===== config.mk =====
export PLATFORM = sky130hd
export DESIGN_NAME = dbg_sb_device_flat
export DESIGN_NICKNAME = d
export VERILOG_FILES = /design/src/core/dbg_sb_pkg.sv /design/src/core/dbg_sb_if.sv /design/src/core/dbg_sb_device.sv /design/src/flat_wrapper.sv
export VERILOG_INCLUDE_DIRS = /design/src /design/src/core
export SDC_FILE = /design/constraint.sdc
export NUM_CORES = 1
export LEC_CHECK = 0
export BUFFER_PORTS_ARGS = -buffer_cell sky130_fd_sc_hd__buf_4
export CAP_MARGIN = 20
export CORE_AREA = 2 2 674 676
export DETAILED_ROUTE_END_ITERATION = 10
export DIE_AREA = 0 0 676 678
export PLACE_DENSITY = 0.3
export SLEW_MARGIN = 20
export SYNTH_ARGS = -nofsm -noshare
export SYNTH_HDL_FRONTEND = slang
export SYNTH_SLANG_ARGS = --single-unit

===== constraint.sdc =====
create_clock -name clk_i -period 2.8 [get_ports clk_i]
set_clock_uncertainty 0.1 [all_clocks]
set_input_delay 0.28 -clock clk_i [delete_from_list [all_inputs] [get_ports clk_i]]
set_output_delay 0.28 -clock clk_i [all_outputs]
set_load 0.1 [all_outputs]

===== src/core/dbg_sb_consts.svh =====
`ifndef DBG_SB_CONSTS_SVH
`define DBG_SB_CONSTS_SVH

// Core count and sideband field widths
`define NCORES_DEF 4
`define ICTL_W 20
`define DCTL_W 11
`define PERF_W 30
`define EXT_EV_W 2
`define ROM_BASE_LSB 12
`define SELF_OFF_LSB 15

// Controller register offsets (byte addresses)
`define REG_CTRL 8'h00
`define REG_EXT_EV 8'h04
`define REG_FLAGS 8'h08
`define REG_IRQ_STAT 8'h0C
`define REG_IRQ_MASK 8'h10
`define REG_TRACE_SEL 8'h14
`define REG_T_ICTL 8'h18
`define REG_T_IADDR 8'h1C
`define REG_T_DCTL 8'h20
`define REG_T_DADDR 8'h24
`define REG_T_DDATA 8'h28
`define REG_T_CID 8'h2C
`define REG_T_PERF 8'h30

// Field positions: four bits per field, one bit per core
`define CTRL_EXTONLY_LSB 0
`define CTRL_TPWR_LSB 4
`define CTRL_HALT_LSB 8
`define FLG_RXF_LSB 0
`define FLG_TXE_LSB 4
`define FLG_KPW_LSB 8
`define FLG_ACK_LSB 12
`define FLG_WFI_LSB 16

// Reset values
`define CTRL_RST 32'h0000_0000
`define IRQ_MASK_RST 16'h0000
`define EXT_EV_RST 8'h00

`endif


===== src/core/dbg_sb_pkg.sv =====
`include "dbg_sb_consts.svh"
package dbg_sb_pkg;
  typedef logic [31:0] word_t;
  typedef logic [7:0] reg_addr_t;
  typedef logic [`ICTL_W-1:0] ictl_t;
  typedef logic [`DCTL_W-1:0] dctl_t;
  typedef logic [`PERF_W-1:0] perf_t;
  typedef logic [`EXT_EV_W-1:0] ext_ev_t;
  typedef logic [31-`ROM_BASE_LSB:0] rom_base_t;
  typedef logic [31-`SELF_OFF_LSB:0] self_off_t;
endpackage : dbg_sb_pkg


===== src/core/dbg_sb_if.sv =====
`timescale 1ns/1ps
`default_nettype none
interface dbg_sb_if #(parameter int NCORES = 4) (
  input wire logic clk_i // Shared processor clock
);
  // Debug side
  logic [NCORES-1:0] dtr_receive_full;
  logic [NCORES-1:0] dtr_transmit_empty;
  logic [NCORES-1:0] keep_powered_request;
  logic [NCORES-1:0] external_only_debug_write;
  logic [NCORES-1:0] external_halt_request;
  logic [NCORES-1:0] halt_acknowledge;
  dbg_sb_pkg::rom_base_t rom_table_base;
  logic rom_table_base_valid;
  dbg_sb_pkg::self_off_t debug_self_offset;
  logic debug_self_offset_valid;
  // Trace side, all on the same clock
  dbg_sb_pkg::ictl_t [NCORES-1:0] instr_trace_ctrl;
  dbg_sb_pkg::word_t [NCORES-1:0] instr_trace_address;
  dbg_sb_pkg::dctl_t [NCORES-1:0] data_trace_ctrl;
  dbg_sb_pkg::word_t [NCORES-1:0] data_trace_address;
  dbg_sb_pkg::word_t [NCORES-1:0] data_trace_write_value;
  dbg_sb_pkg::word_t [NCORES-1:0] trace_context_id;
  logic [NCORES-1:0] wait_entry_pending;
  dbg_sb_pkg::perf_t [NCORES-1:0] perf_event_bus;
  logic [NCORES-1:0] trace_power_up;
  dbg_sb_pkg::ext_ev_t [NCORES-1:0] trace_external_event;

  modport device (
    output dtr_receive_full, dtr_transmit_empty, keep_powered_request, halt_acknowledge,
    output instr_trace_ctrl, instr_trace_address, data_trace_ctrl, data_trace_address,
    output data_trace_write_value, trace_context_id, wait_entry_pending, perf_event_bus,
    input external_only_debug_write, external_halt_request, rom_table_base, rom_table_base_valid,
    input debug_self_offset, debug_self_offset_valid, trace_power_up, trace_external_event
  );
  modport ext (
    input dtr_receive_full, dtr_transmit_empty, keep_powered_request, halt_acknowledge,
    input instr_trace_ctrl, instr_trace_address, data_trace_ctrl, data_trace_address,
    input data_trace_write_value, trace_context_id, wait_entry_pending, perf_event_bus,
    output external_only_debug_write, external_halt_request, rom_table_base, rom_table_base_valid,
    output debug_self_offset, debug_self_offset_valid, trace_power_up, trace_external_event
  );
endinterface : dbg_sb_if
`default_nettype wire


===== src/core/dbg_sb_device.sv =====
`timescale 1ns/1ps
`default_nettype none
`include "dbg_sb_consts.svh"
module dbg_sb_device #(
  parameter int NCORES = `NCORES_DEF // Number of cores served
) (
  input wire logic clk_i, // Processor clock
  input wire logic rst_n_i, // Synchronous reset, active low
  dbg_sb_if.device link, // Sideband toward debugger and trace logic
  input wire logic [NCORES-1:0] rx_fill_i, // Debugger wrote receive half
  input wire logic [NCORES-1:0] rx_drain_i, // Core read receive half
  input wire logic [NCORES-1:0] tx_fill_i, // Core wrote transmit half
  input wire logic [NCORES-1:0] tx_drain_i, // Debugger read transmit half
  input wire logic [NCORES-1:0] no_powerdown_req_i, // Debugger asks core stay powered
  input wire logic [NCORES-1:0] reg_wr_i, // Debug register write attempt
  input wire logic [NCORES-1:0] reg_wr_ext_i, // Attempt comes from external debugger
  input wire logic [NCORES-1:0] core_halted_i, // Core sits in halted debug state
  input wire logic [NCORES-1:0] wfi_entering_i, // Core attempting wait entry
  input wire dbg_sb_pkg::ictl_t [NCORES-1:0] instr_ctrl_i, // Instruction trace control
  input wire dbg_sb_pkg::word_t [NCORES-1:0] instr_addr_i, // Instruction address
  input wire dbg_sb_pkg::dctl_t [NCORES-1:0] data_ctrl_i, // Data trace control
  input wire dbg_sb_pkg::word_t [NCORES-1:0] data_addr_i, // Data address
  input wire dbg_sb_pkg::word_t [NCORES-1:0] data_value_i, // Data write value
  input wire dbg_sb_pkg::word_t [NCORES-1:0] context_id_i, // Current context identifier
  input wire dbg_sb_pkg::perf_t [NCORES-1:0] perf_event_i, // Performance events
  output logic [NCORES-1:0] reg_wr_grant_o, // Write attempt allowed
  output logic [NCORES-1:0] halt_request_o, // External halt request seen
  output logic [NCORES-1:0] trace_powered_o, // Trace port powered
  output dbg_sb_pkg::ext_ev_t [NCORES-1:0] ext_event_o, // External events to monitor
  output dbg_sb_pkg::word_t rom_table_addr_o, // ROM table physical address
  output dbg_sb_pkg::word_t debug_regs_addr_o, // Debug registers physical address
  output logic rom_table_ok_o, // ROM table address known
  output logic debug_regs_ok_o // Debug register address known
);
  import dbg_sb_pkg::*;

  // Only up to four cores fit the controller's per-core register fields
  if (NCORES < 1 || NCORES > 4) begin : g_bad_ncores
    $error("dbg_sb_device: NCORES must be 1 to 4");
  end

  // Flag and request state
  logic [NCORES-1:0] rxf_q;
  logic [NCORES-1:0] rxf_d;
  logic [NCORES-1:0] txe_q;
  logic [NCORES-1:0] txe_d;
  logic [NCORES-1:0] kpw_q;
  logic [NCORES-1:0] ack_q;
  logic [NCORES-1:0] wfi_q;
  logic [NCORES-1:0] hreq_q;
  logic [NCORES-1:0] grant_q;
  logic [NCORES-1:0] grant_d;
  logic [NCORES-1:0] tpwr_q;
  ext_ev_t [NCORES-1:0] ev_q;

  // Trace output stage
  ictl_t [NCORES-1:0] ictl_q;
  ictl_t [NCORES-1:0] ictl_d;
  word_t [NCORES-1:0] iaddr_q;
  word_t [NCORES-1:0] iaddr_d;
  dctl_t [NCORES-1:0] dctl_q;
  dctl_t [NCORES-1:0] dctl_d;
  word_t [NCORES-1:0] daddr_q;
  word_t [NCORES-1:0] daddr_d;
  word_t [NCORES-1:0] ddata_q;
  word_t [NCORES-1:0] ddata_d;
  word_t [NCORES-1:0] cid_q;
  word_t [NCORES-1:0] cid_d;
  perf_t [NCORES-1:0] perf_q;
  perf_t [NCORES-1:0] perf_d;

  // Strap capture
  logic strap_done_q;
  word_t rom_q;
  word_t rom_d;
  word_t dregs_q;
  word_t dregs_d;
  logic rom_ok_q;
  logic dregs_ok_q;

  // Per-core next values; one loop keeps the cores identical
  for (genvar g = 0; g < NCORES; g++) begin : g_core
    // Fresh data beats a same-cycle read, so the flag stays full
    assign rxf_d[g] = rx_fill_i[g] | (rxf_q[g] & ~rx_drain_i[g]);
    // A core write in the same cycle as a debugger read leaves it full
    assign txe_d[g] = ~tx_fill_i[g] & (tx_drain_i[g] | txe_q[g]);
    // External writes always pass; others only while the lock is low
    assign grant_d[g] = reg_wr_i[g] & (reg_wr_ext_i[g] | ~link.external_only_debug_write[g]);
    // Trace buses rest at zero while the trace port is unpowered, saving toggles
    assign ictl_d[g] = link.trace_power_up[g] ? instr_ctrl_i[g] : '0;
    assign iaddr_d[g] = link.trace_power_up[g] ? instr_addr_i[g] : '0;
    assign dctl_d[g] = link.trace_power_up[g] ? data_ctrl_i[g] : '0;
    assign daddr_d[g] = link.trace_power_up[g] ? data_addr_i[g] : '0;
    assign ddata_d[g] = link.trace_power_up[g] ? data_value_i[g] : '0;
    assign cid_d[g] = link.trace_power_up[g] ? context_id_i[g] : '0;
    assign perf_d[g] = link.trace_power_up[g] ? perf_event_i[g] : '0;
  end

  // Address arithmetic: offset is two's complement, the sum wraps at 32 bits
  assign rom_d = {link.rom_table_base, `ROM_BASE_LSB'(0)};
  assign dregs_d = rom_d + {link.debug_self_offset, `SELF_OFF_LSB'(0)};

  // Debug flags; registered so the far side never sees decode glitches
  always_ff @(posedge clk_i) begin
    if (!rst_n_i) begin
      rxf_q <= '0;
      txe_q <= '1;
      kpw_q <= '0;
      ack_q <= '0;
      hreq_q <= '0;
      grant_q <= '0;
    end else begin
      rxf_q <= rxf_d;
      txe_q <= txe_d;
      kpw_q <= no_powerdown_req_i;
      ack_q <= core_halted_i;
      hreq_q <= link.external_halt_request;
      grant_q <= grant_d;
    end
  end

  // Trace stage, all on clk_i; no second clock exists
  always_ff @(posedge clk_i) begin
    if (!rst_n_i) begin
      tpwr_q <= '0;
      ev_q <= '0;
      wfi_q <= '0;
      ictl_q <= '0;
      iaddr_q <= '0;
      dctl_q <= '0;
      daddr_q <= '0;
      ddata_q <= '0;
      cid_q <= '0;
      perf_q <= '0;
    end else begin
      tpwr_q <= link.trace_power_up;
      ev_q <= link.trace_external_event;
      wfi_q <= wfi_entering_i;
      ictl_q <= ictl_d;
      iaddr_q <= iaddr_d;
      dctl_q <= dctl_d;
      daddr_q <= daddr_d;
      ddata_q <= ddata_d;
      cid_q <= cid_d;
      perf_q <= perf_d;
    end
  end

  // Straps are caught once, on the first edge after reset release
  always_ff @(posedge clk_i) begin
    if (!rst_n_i) begin
      strap_done_q <= 1'b0;
      rom_q <= '0;
      dregs_q <= '0;
      rom_ok_q <= 1'b0;
      dregs_ok_q <= 1'b0;
    end else if (!strap_done_q) begin
      strap_done_q <= 1'b1;
      rom_q <= rom_d;
      dregs_q <= dregs_d;
      rom_ok_q <= link.rom_table_base_valid;
      // A self offset only means something relative to a known ROM base
      dregs_ok_q <= link.rom_table_base_valid & link.debug_self_offset_valid;
    end
  end

  // Link outputs
  assign link.dtr_receive_full = rxf_q;
  assign link.dtr_transmit_empty = txe_q;
  assign link.keep_powered_request = kpw_q;
  assign link.halt_acknowledge = ack_q;
  assign link.wait_entry_pending = wfi_q;
  assign link.instr_trace_ctrl = ictl_q;
  assign link.instr_trace_address = iaddr_q;
  assign link.data_trace_ctrl = dctl_q;
  assign link.data_trace_address = daddr_q;
  assign link.data_trace_write_value = ddata_q;
  assign link.trace_context_id = cid_q;
  assign link.perf_event_bus = perf_q;

  // User-side outputs
  assign reg_wr_grant_o = grant_q;
  assign halt_request_o = hreq_q;
  assign trace_powered_o = tpwr_q;
  assign ext_event_o = ev_q;
  assign rom_table_addr_o = rom_q;
  assign debug_regs_addr_o = dregs_q;
  assign rom_table_ok_o = rom_ok_q;
  assign debug_regs_ok_o = dregs_ok_q;
endmodule : dbg_sb_device
`default_nettype wire


===== src/flat_wrapper.sv =====
// flat-port wrapper written by rule: the top's interface ports become plain ports
module dbg_sb_device_flat import dbg_sb_pkg::*;
#(
  parameter int NCORES = `NCORES_DEF                          
)
  (clk_i, rst_n_i, rx_fill_i, rx_drain_i, tx_fill_i, tx_drain_i, no_powerdown_req_i, reg_wr_i, reg_wr_ext_i, core_halted_i, wfi_entering_i, instr_ctrl_i, instr_addr_i, data_ctrl_i, data_addr_i, data_value_i, context_id_i, perf_event_i, reg_wr_grant_o, halt_request_o, trace_powered_o, ext_event_o, rom_table_addr_o, debug_regs_addr_o, rom_table_ok_o, debug_regs_ok_o, link_dtr_receive_full, link_dtr_transmit_empty, link_keep_powered_request, link_halt_acknowledge, link_instr_trace_ctrl, link_instr_trace_address, link_data_trace_ctrl, link_data_trace_address, link_data_trace_write_value, link_trace_context_id, link_wait_entry_pending, link_perf_event_bus, link_external_only_debug_write, link_external_halt_request, link_rom_table_base, link_rom_table_base_valid, link_debug_self_offset, link_debug_self_offset_valid, link_trace_power_up, link_trace_external_event);
  dbg_sb_if #(.NCORES(NCORES)) link_i (.clk_i(clk_i));
  input wire logic clk_i;
  input wire logic rst_n_i;
  input wire logic [NCORES-1:0] rx_fill_i;
  input wire logic [NCORES-1:0] rx_drain_i;
  input wire logic [NCORES-1:0] tx_fill_i;
  input wire logic [NCORES-1:0] tx_drain_i;
  input wire logic [NCORES-1:0] no_powerdown_req_i;
  input wire logic [NCORES-1:0] reg_wr_i;
  input wire logic [NCORES-1:0] reg_wr_ext_i;
  input wire logic [NCORES-1:0] core_halted_i;
  input wire logic [NCORES-1:0] wfi_entering_i;
  input wire dbg_sb_pkg::ictl_t [NCORES-1:0] instr_ctrl_i;
  input wire dbg_sb_pkg::word_t [NCORES-1:0] instr_addr_i;
  input wire dbg_sb_pkg::dctl_t [NCORES-1:0] data_ctrl_i;
  input wire dbg_sb_pkg::word_t [NCORES-1:0] data_addr_i;
  input wire dbg_sb_pkg::word_t [NCORES-1:0] data_value_i;
  input wire dbg_sb_pkg::word_t [NCORES-1:0] context_id_i;
  input wire dbg_sb_pkg::perf_t [NCORES-1:0] perf_event_i;
  output logic [NCORES-1:0] reg_wr_grant_o;
  output logic [NCORES-1:0] halt_request_o;
  output logic [NCORES-1:0] trace_powered_o;
  output dbg_sb_pkg::ext_ev_t [NCORES-1:0] ext_event_o;
  output dbg_sb_pkg::word_t rom_table_addr_o;
  output dbg_sb_pkg::word_t debug_regs_addr_o;
  output logic rom_table_ok_o;
  output logic debug_regs_ok_o;
  output wire logic [$bits(link_i.dtr_receive_full)-1:0] link_dtr_receive_full;
  output wire logic [$bits(link_i.dtr_transmit_empty)-1:0] link_dtr_transmit_empty;
  output wire logic [$bits(link_i.keep_powered_request)-1:0] link_keep_powered_request;
  output wire logic [$bits(link_i.halt_acknowledge)-1:0] link_halt_acknowledge;
  output wire logic [$bits(link_i.instr_trace_ctrl)-1:0] link_instr_trace_ctrl;
  output wire logic [$bits(link_i.instr_trace_address)-1:0] link_instr_trace_address;
  output wire logic [$bits(link_i.data_trace_ctrl)-1:0] link_data_trace_ctrl;
  output wire logic [$bits(link_i.data_trace_address)-1:0] link_data_trace_address;
  output wire logic [$bits(link_i.data_trace_write_value)-1:0] link_data_trace_write_value;
  output wire logic [$bits(link_i.trace_context_id)-1:0] link_trace_context_id;
  output wire logic [$bits(link_i.wait_entry_pending)-1:0] link_wait_entry_pending;
  output wire logic [$bits(link_i.perf_event_bus)-1:0] link_perf_event_bus;
  input wire logic [$bits(link_i.external_only_debug_write)-1:0] link_external_only_debug_write;
  input wire logic [$bits(link_i.external_halt_request)-1:0] link_external_halt_request;
  input wire logic [$bits(link_i.rom_table_base)-1:0] link_rom_table_base;
  input wire logic [$bits(link_i.rom_table_base_valid)-1:0] link_rom_table_base_valid;
  input wire logic [$bits(link_i.debug_self_offset)-1:0] link_debug_self_offset;
  input wire logic [$bits(link_i.debug_self_offset_valid)-1:0] link_debug_self_offset_valid;
  input wire logic [$bits(link_i.trace_power_up)-1:0] link_trace_power_up;
  input wire logic [$bits(link_i.trace_external_event)-1:0] link_trace_external_event;
  assign link_dtr_receive_full = link_i.dtr_receive_full;
  assign link_dtr_transmit_empty = link_i.dtr_transmit_empty;
  assign link_keep_powered_request = link_i.keep_powered_request;
  assign link_halt_acknowledge = link_i.halt_acknowledge;
  assign link_instr_trace_ctrl = link_i.instr_trace_ctrl;
  assign link_instr_trace_address = link_i.instr_trace_address;
  assign link_data_trace_ctrl = link_i.data_trace_ctrl;
  assign link_data_trace_address = link_i.data_trace_address;
  assign link_data_trace_write_value = link_i.data_trace_write_value;
  assign link_trace_context_id = link_i.trace_context_id;
  assign link_wait_entry_pending = link_i.wait_entry_pending;
  assign link_perf_event_bus = link_i.perf_event_bus;
  assign link_i.external_only_debug_write = link_external_only_debug_write;
  assign link_i.external_halt_request = link_external_halt_request;
  assign link_i.rom_table_base = link_rom_table_base;
  assign link_i.rom_table_base_valid = link_rom_table_base_valid;
  assign link_i.debug_self_offset = link_debug_self_offset;
  assign link_i.debug_self_offset_valid = link_debug_self_offset_valid;
  assign link_i.trace_power_up = link_trace_power_up;
  assign link_i.trace_external_event = link_trace_external_event;
  dbg_sb_device #(.NCORES(NCORES)) u_core (.clk_i(clk_i), .rst_n_i(rst_n_i), .link(link_i), .rx_fill_i(rx_fill_i), .rx_drain_i(rx_drain_i), .tx_fill_i(tx_fill_i), .tx_drain_i(tx_drain_i), .no_powerdown_req_i(no_powerdown_req_i), .reg_wr_i(reg_wr_i), .reg_wr_ext_i(reg_wr_ext_i), .core_halted_i(core_halted_i), .wfi_entering_i(wfi_entering_i), .instr_ctrl_i(instr_ctrl_i), .instr_addr_i(instr_addr_i), .data_ctrl_i(data_ctrl_i), .data_addr_i(data_addr_i), .data_value_i(data_value_i), .context_id_i(context_id_i), .perf_event_i(perf_event_i), .reg_wr_grant_o(reg_wr_grant_o), .halt_request_o(halt_request_o), .trace_powered_o(trace_powered_o), .ext_event_o(ext_event_o), .rom_table_addr_o(rom_table_addr_o), .debug_regs_addr_o(debug_regs_addr_o), .rom_table_ok_o(rom_table_ok_o), .debug_regs_ok_o(debug_regs_ok_o));
endmodule

# Word level (Yosys, flattened, before mapping)
# Index checks and enable logic that the tools add are counted.
# Widths: inputs -> output; s select.
dict set report word_totals {
  ff_bits 851
  in_bits 853
  output_inout_bits 862
  word_cells 88
}
dict set report op_classes {
  addsub 1
  mux 1
  bitwise 37
  n_reduce_logical 4
}
# operator count
set op_table {}
lappend op_table {{$add 32x32->32} 1}
lappend op_table {{$and 1x1->1} 13}
lappend op_table {{$not 1->1} 12}
lappend op_table {{$or 1x1->1} 12}
lappend op_table {{$reduce_and 2->1} 4}
lappend op_table {{$mux 1} 1}

# Depth between registers and ports, before layout
dict set report depth {
  word_depth 3
  depth_mapped 8
  mapped_depth_nobuf 8
}

# Worst setup path before layout
# No wires, ideal clock.
dict set report synth_path {
  kind {input -> register}
  start {in link_debug_self_offset[0]}
  end {reg u_core.dregs_q[29] (netlist: u_core.debug_regs_addr_o[29])}
  setup_time_ns 0.122
  arrival_ns 1.992
  t_required_ns 2.578
  setup_slack_ns 0.586
  stages 8
  n_path_buf 0
  path_cell_list {ha_1 fa_1 a21o_2 a311oi_2 nor2_1 a221oi_1 or4b_1 nand3_1}
}
dict set report synth_via {
  elab_chain_len 1
}
# element line
set synth_lines {}
lappend synth_lines {{start: declaration} flat_wrapper.sv:50} ;# input wire logic [$bits(link_i.debug_self_offset)-1:0] link_debug_self_offset;
lappend synth_lines {{$add 32x32->32} dbg_sb_device.sv:101} ;# assign dregs_d = rom_d + {link.debug_self_offset, `SELF_OFF_LSB'(0)};
lappend synth_lines {{end signal: assignment} dbg_sb_device.sv:160} ;# dregs_q <= dregs_d;
lappend synth_lines {{end: declaration} dbg_sb_device.sv:76} ;# word_t dregs_q;
# Every way passes these cells.
# A chain may end at the register's enable or synchronous reset.

# Final worst setup path
dict set report layout_path {
  start {in link_debug_self_offset[10]}
  end {reg u_core.dregs_q[30] (netlist: u_core.debug_regs_addr_o[30])}
}
# Same word-level chain as after synthesis.

==> results.toml <==
[sta]
period_minus_slack_ns = 2.73
maxSlewHeadroom_pct = 45.4
grt_setup_unrepaired = "no"
setup_tns_ns = 0
worst_pin_slew_ns = 0.819
finalCritPeriodShare_pct = 97.7
setup_viol = 0
hold_ws_ns = 0.0495
fmax_mhz = 366
slew_violations = 0
finalHoldViolations = 0

[synth]
synth_cell_types = 46
ys_ff_latch = 836
async_flop_share_pct = 0
avgSynthCellArea_sq_um = 11.7
synth_area_sq_um = 24100
synth_largest_area_cell = "dfxtp_1"
synth_edf_count = 0
synth_top_cell_area_share_pct = 69.5
syn_inst = 2050
yosysWarnings = 0
synthFlopType = "dfxtp_1"
ys_seq_area_share_pct = 69.5
yosys-top-cells-area = "dfxtp_1, and3_1, clkbuf_1"

[pwr]
power_density_nw_per_um2 = 679
clock_power_share_pct = 44.8
switching_power_mw = 14.4
ir_drop_v = 0.000357
p_int_mw = 25.7
p_seq_share_pct = 31.6
switching_share_pct = 36.0
comb_power_share_pct = 23.6
total_leakage_power_nw = 27.7
power_mw = 40.1

[die]
die_area_sq_um = 458000
die_w_um = 676
placement_rows = 247
core_area_sq_um = 451000
die_h_um = 678
io_pins = 1715
start_util_pct = 5.34

[route]
vias_per_cell = 2.67
wl_met3_mm = 45.6
drcViolationCount = 0
vias = 29200
wirelength_met1_mm = 136
drtAntennaViolNets = 0
met2_length_mm = 189
first_pass_iters = 4
wl_per_cell_um = 35.2
top_layer_used = "met5"
first_iter_violations = 1184
routed_wl_mm = 386

[critical_path]
startpoint = "link_debug_self_offset[10]"
critPathSlowestCell = "dlygate4sd3_1"
path_max_fanout = 7
worstPathArrival_ns = 3.40
cp.required_ns = 3.47
startpoint_type = "primary input"
path_class = "primary input to register"
reg2regPathDepth = 5
critPathCaptureType = "register"
crit_path_frequent_cell = "dlygate4sd3_1"
reg2reg_from = "u_core.strap_done_q$_DFF_P_"
reg2reg_to = "u_core.debug_regs_ok_o$_SDFFE_PN0N_"
critPathCapture = "u_core.debug_regs_addr_o[30]$_SDFFE_PN0N_"
cp_cell_sequence = "dlygate4sd3_1, buf_4, ha_1, a21o_1, a31oi_2, o211ai_1, a221oi_2, nand4_1, dlygate4sd3_1, nand3_1"
cp_slowest_stage_delay_ns = 0.63
r2r_slack_ns = 0.83

[global_route]
overflow = 0
grt_pass1_wl_mm = 456
antenna_found_initial = 401
globalRouteTotalUtil_pct = 16.2
grt_max_degree = 114
grt_pass1_vias = 31200

[clock_network]
numCtsBuffers = 137
clockBufferDepth = 4
tritoncts = "yes"
clk_pin_slew_ns = 0.06
h-tree-depth = 4
cts_root_buffer = "clkbuf_16"
clk_latency_ns = 0.83
cts_sinks = 836

[worst_hold_path]
min_from = "link_trace_power_up[3]"
hp-class = "primary input to register"

[layout]
syn2layout_area_growth_pct = 146
post-route-util_pct = 13.1
fillers = 51500
drive_gt1_share_pct = 40.6
final_cells = 10900
nNetsFinal = 5645

[placement]
gp_congestion = 0.889
dp_hpwl_mm = 340
dp.cells = 9589
io_buffers = 1690

[run_status]
status = "finished clean"

[flow_run]
max-cap-violations = 0
synth_stat cells, drive strengths merged, types with 2 or more instances:
master,n
a21boi,2
a21o,8
a21oi,17
a221oi,2
a311oi,2
a31o,2
a31oi,4
and2,37
and3,757
buf,35
clkbuf,178
dfxtp,836
ha,16
inv,6
mux2i,22
nand2,15
nand3,16
nand4,7
nor2,8
nor2b,31
o211ai,4
o21a,7
o21ai,15
or4b,3
xnor2,4
xor2,5
area by class of cell:
cell class / instances / area, sq um / area share, %
timing repair buffer: 2776 / 23600 / 40.0
sequential: 836 / 16700 / 28.3
tap: 5976 / 7480 / 12.6
multi-input combinational: 1018 / 6510 / 11.0
clock buffer: 198 / 4010 / 6.78
clock inverter: 43 / 513 / 0.867
antenna: 89 / 223 / 0.377
inverter: 6 / 22.5 / 0.0381
layer usage:
layer | track usage [%] | vias to the layer above
met4 | 4.21 | 48
li1 | - | 12500
met5 | 0 | -
met2 | 29.0 | 1919
met1 | 16.6 | 13900
met3 | 8.14 | 847
critical path: cells and delay by family:
family,cells,cell delay [ns]
AOI/OAI and AO/OA,4,1.08
and+or+nand+nor,2,0.20
adders and majority gates,1,0.41
buffers and inverters,3,1.42
cells in the final DEF (no fill, tap or decap), types with 10 or more instances in the layout:
cell and count:
mux2i_1 22, dfxtp_1 835, and3_1 757, clkbuf_1 28, clkbuf_8 32, buf_12 17, buf_4 1731, clkinvlp_4 10
ha_1 16, dlygate4sd3_1 1023, nand2_1 15, o21ai_0 14, nand3_1 16, a21oi_1 16, clkinv_2 12, nor2b_1 31
and2_1 36, clkbuf_16 139, conb_1 24, diode_2 89
power by group through the flow:
stage	sequential, mW	clock (mW)	combinational (mW)
after floorplan	16.5	0	0.903
after global placement	13.0	0	8.05
after detailed placement	12.9	0	8.03
after CTS	12.7	18.9	9.74
after global routing	12.7	19.2	9.86
final	12.7	18.0	9.48
state kept, by name, summed over array words and instances (netlist names):
register,cells
u_core.link.data_trace_write_value,128
u_core.reg_wr_grant_o,4
u_core.link.trace_context_id,128
u_core.link.instr_trace_ctrl,80
u_core.link.instr_trace_address,128
u_core.rom_table_ok_o,1
u_core.rom_table_addr_o,20
u_core.debug_regs_addr_o,17
u_core.ext_event_o,8
u_core.strap_done_q,1
u_core.link.data_trace_address,128
u_core.link.halt_acknowledge,4
u_core.link.wait_entry_pending,4
u_core.link.data_trace_ctrl,44
u_core.link.perf_event_bus,120
u_core.debug_regs_ok_o,1
u_core.link.keep_powered_request,4
u_core.link.dtr_transmit_empty,4
u_core.halt_request_o,4
u_core.trace_powered_o,4
u_core.link.dtr_receive_full,4
logic make-up (layout without fill, tap and decap cells):
family,Yosys count,count (layout),synth area share [%]
flip-flops,836,836,69.5
buffers and inverters,219,3023,3.85
other,1,113,0.0156
multiplexers,22,22,0.915
AO/OA/AOI/OAI,69,69,1.94
adder cells (fa/ha/maj),17,17,0.915
AND/OR/NAND/NOR,877,877,22.5
XOR/XNOR,9,9,0.327
stage by stage:
step,setup WS [ns],instance area (sq um)
floorplan,0.586,24200
global placement,0.0523,44100
CTS,0.0330,58900
global route,0.0318,59100
detailed placement,0.133,44100
finish,0.0655,59100
worst min path at each step:
stage                     cells after the start  slack (ns)                                              end
after detailed placement                      2        0.37              u_core.reg_wr_grant_o[3]$_SDFF_PN0_
after global placement                        2        0.37              u_core.reg_wr_grant_o[3]$_SDFF_PN0_
final                                         3        0.05  u_core.link.instr_trace_address[115]$_SDFF_PN0_
after CTS                                     3      0.0001    u_core.link.instr_trace_address[0]$_SDFF_PN0_
after floorplan                               0        0.21                      u_core.strap_done_q$_DFF_P_
after global routing                          2        0.03      u_core.link.instr_trace_ctrl[78]$_SDFF_PN0_
timing repair:
item	4_1_cts	5_1_grt
setup endpoints to repair	0	1
gates resized for setup	0	2
hold buffers	1023	0
buffers inserted	0	0
endpoints found under the hold margin	833	0
Note: power is estimated with default switching activity, not from simulation.
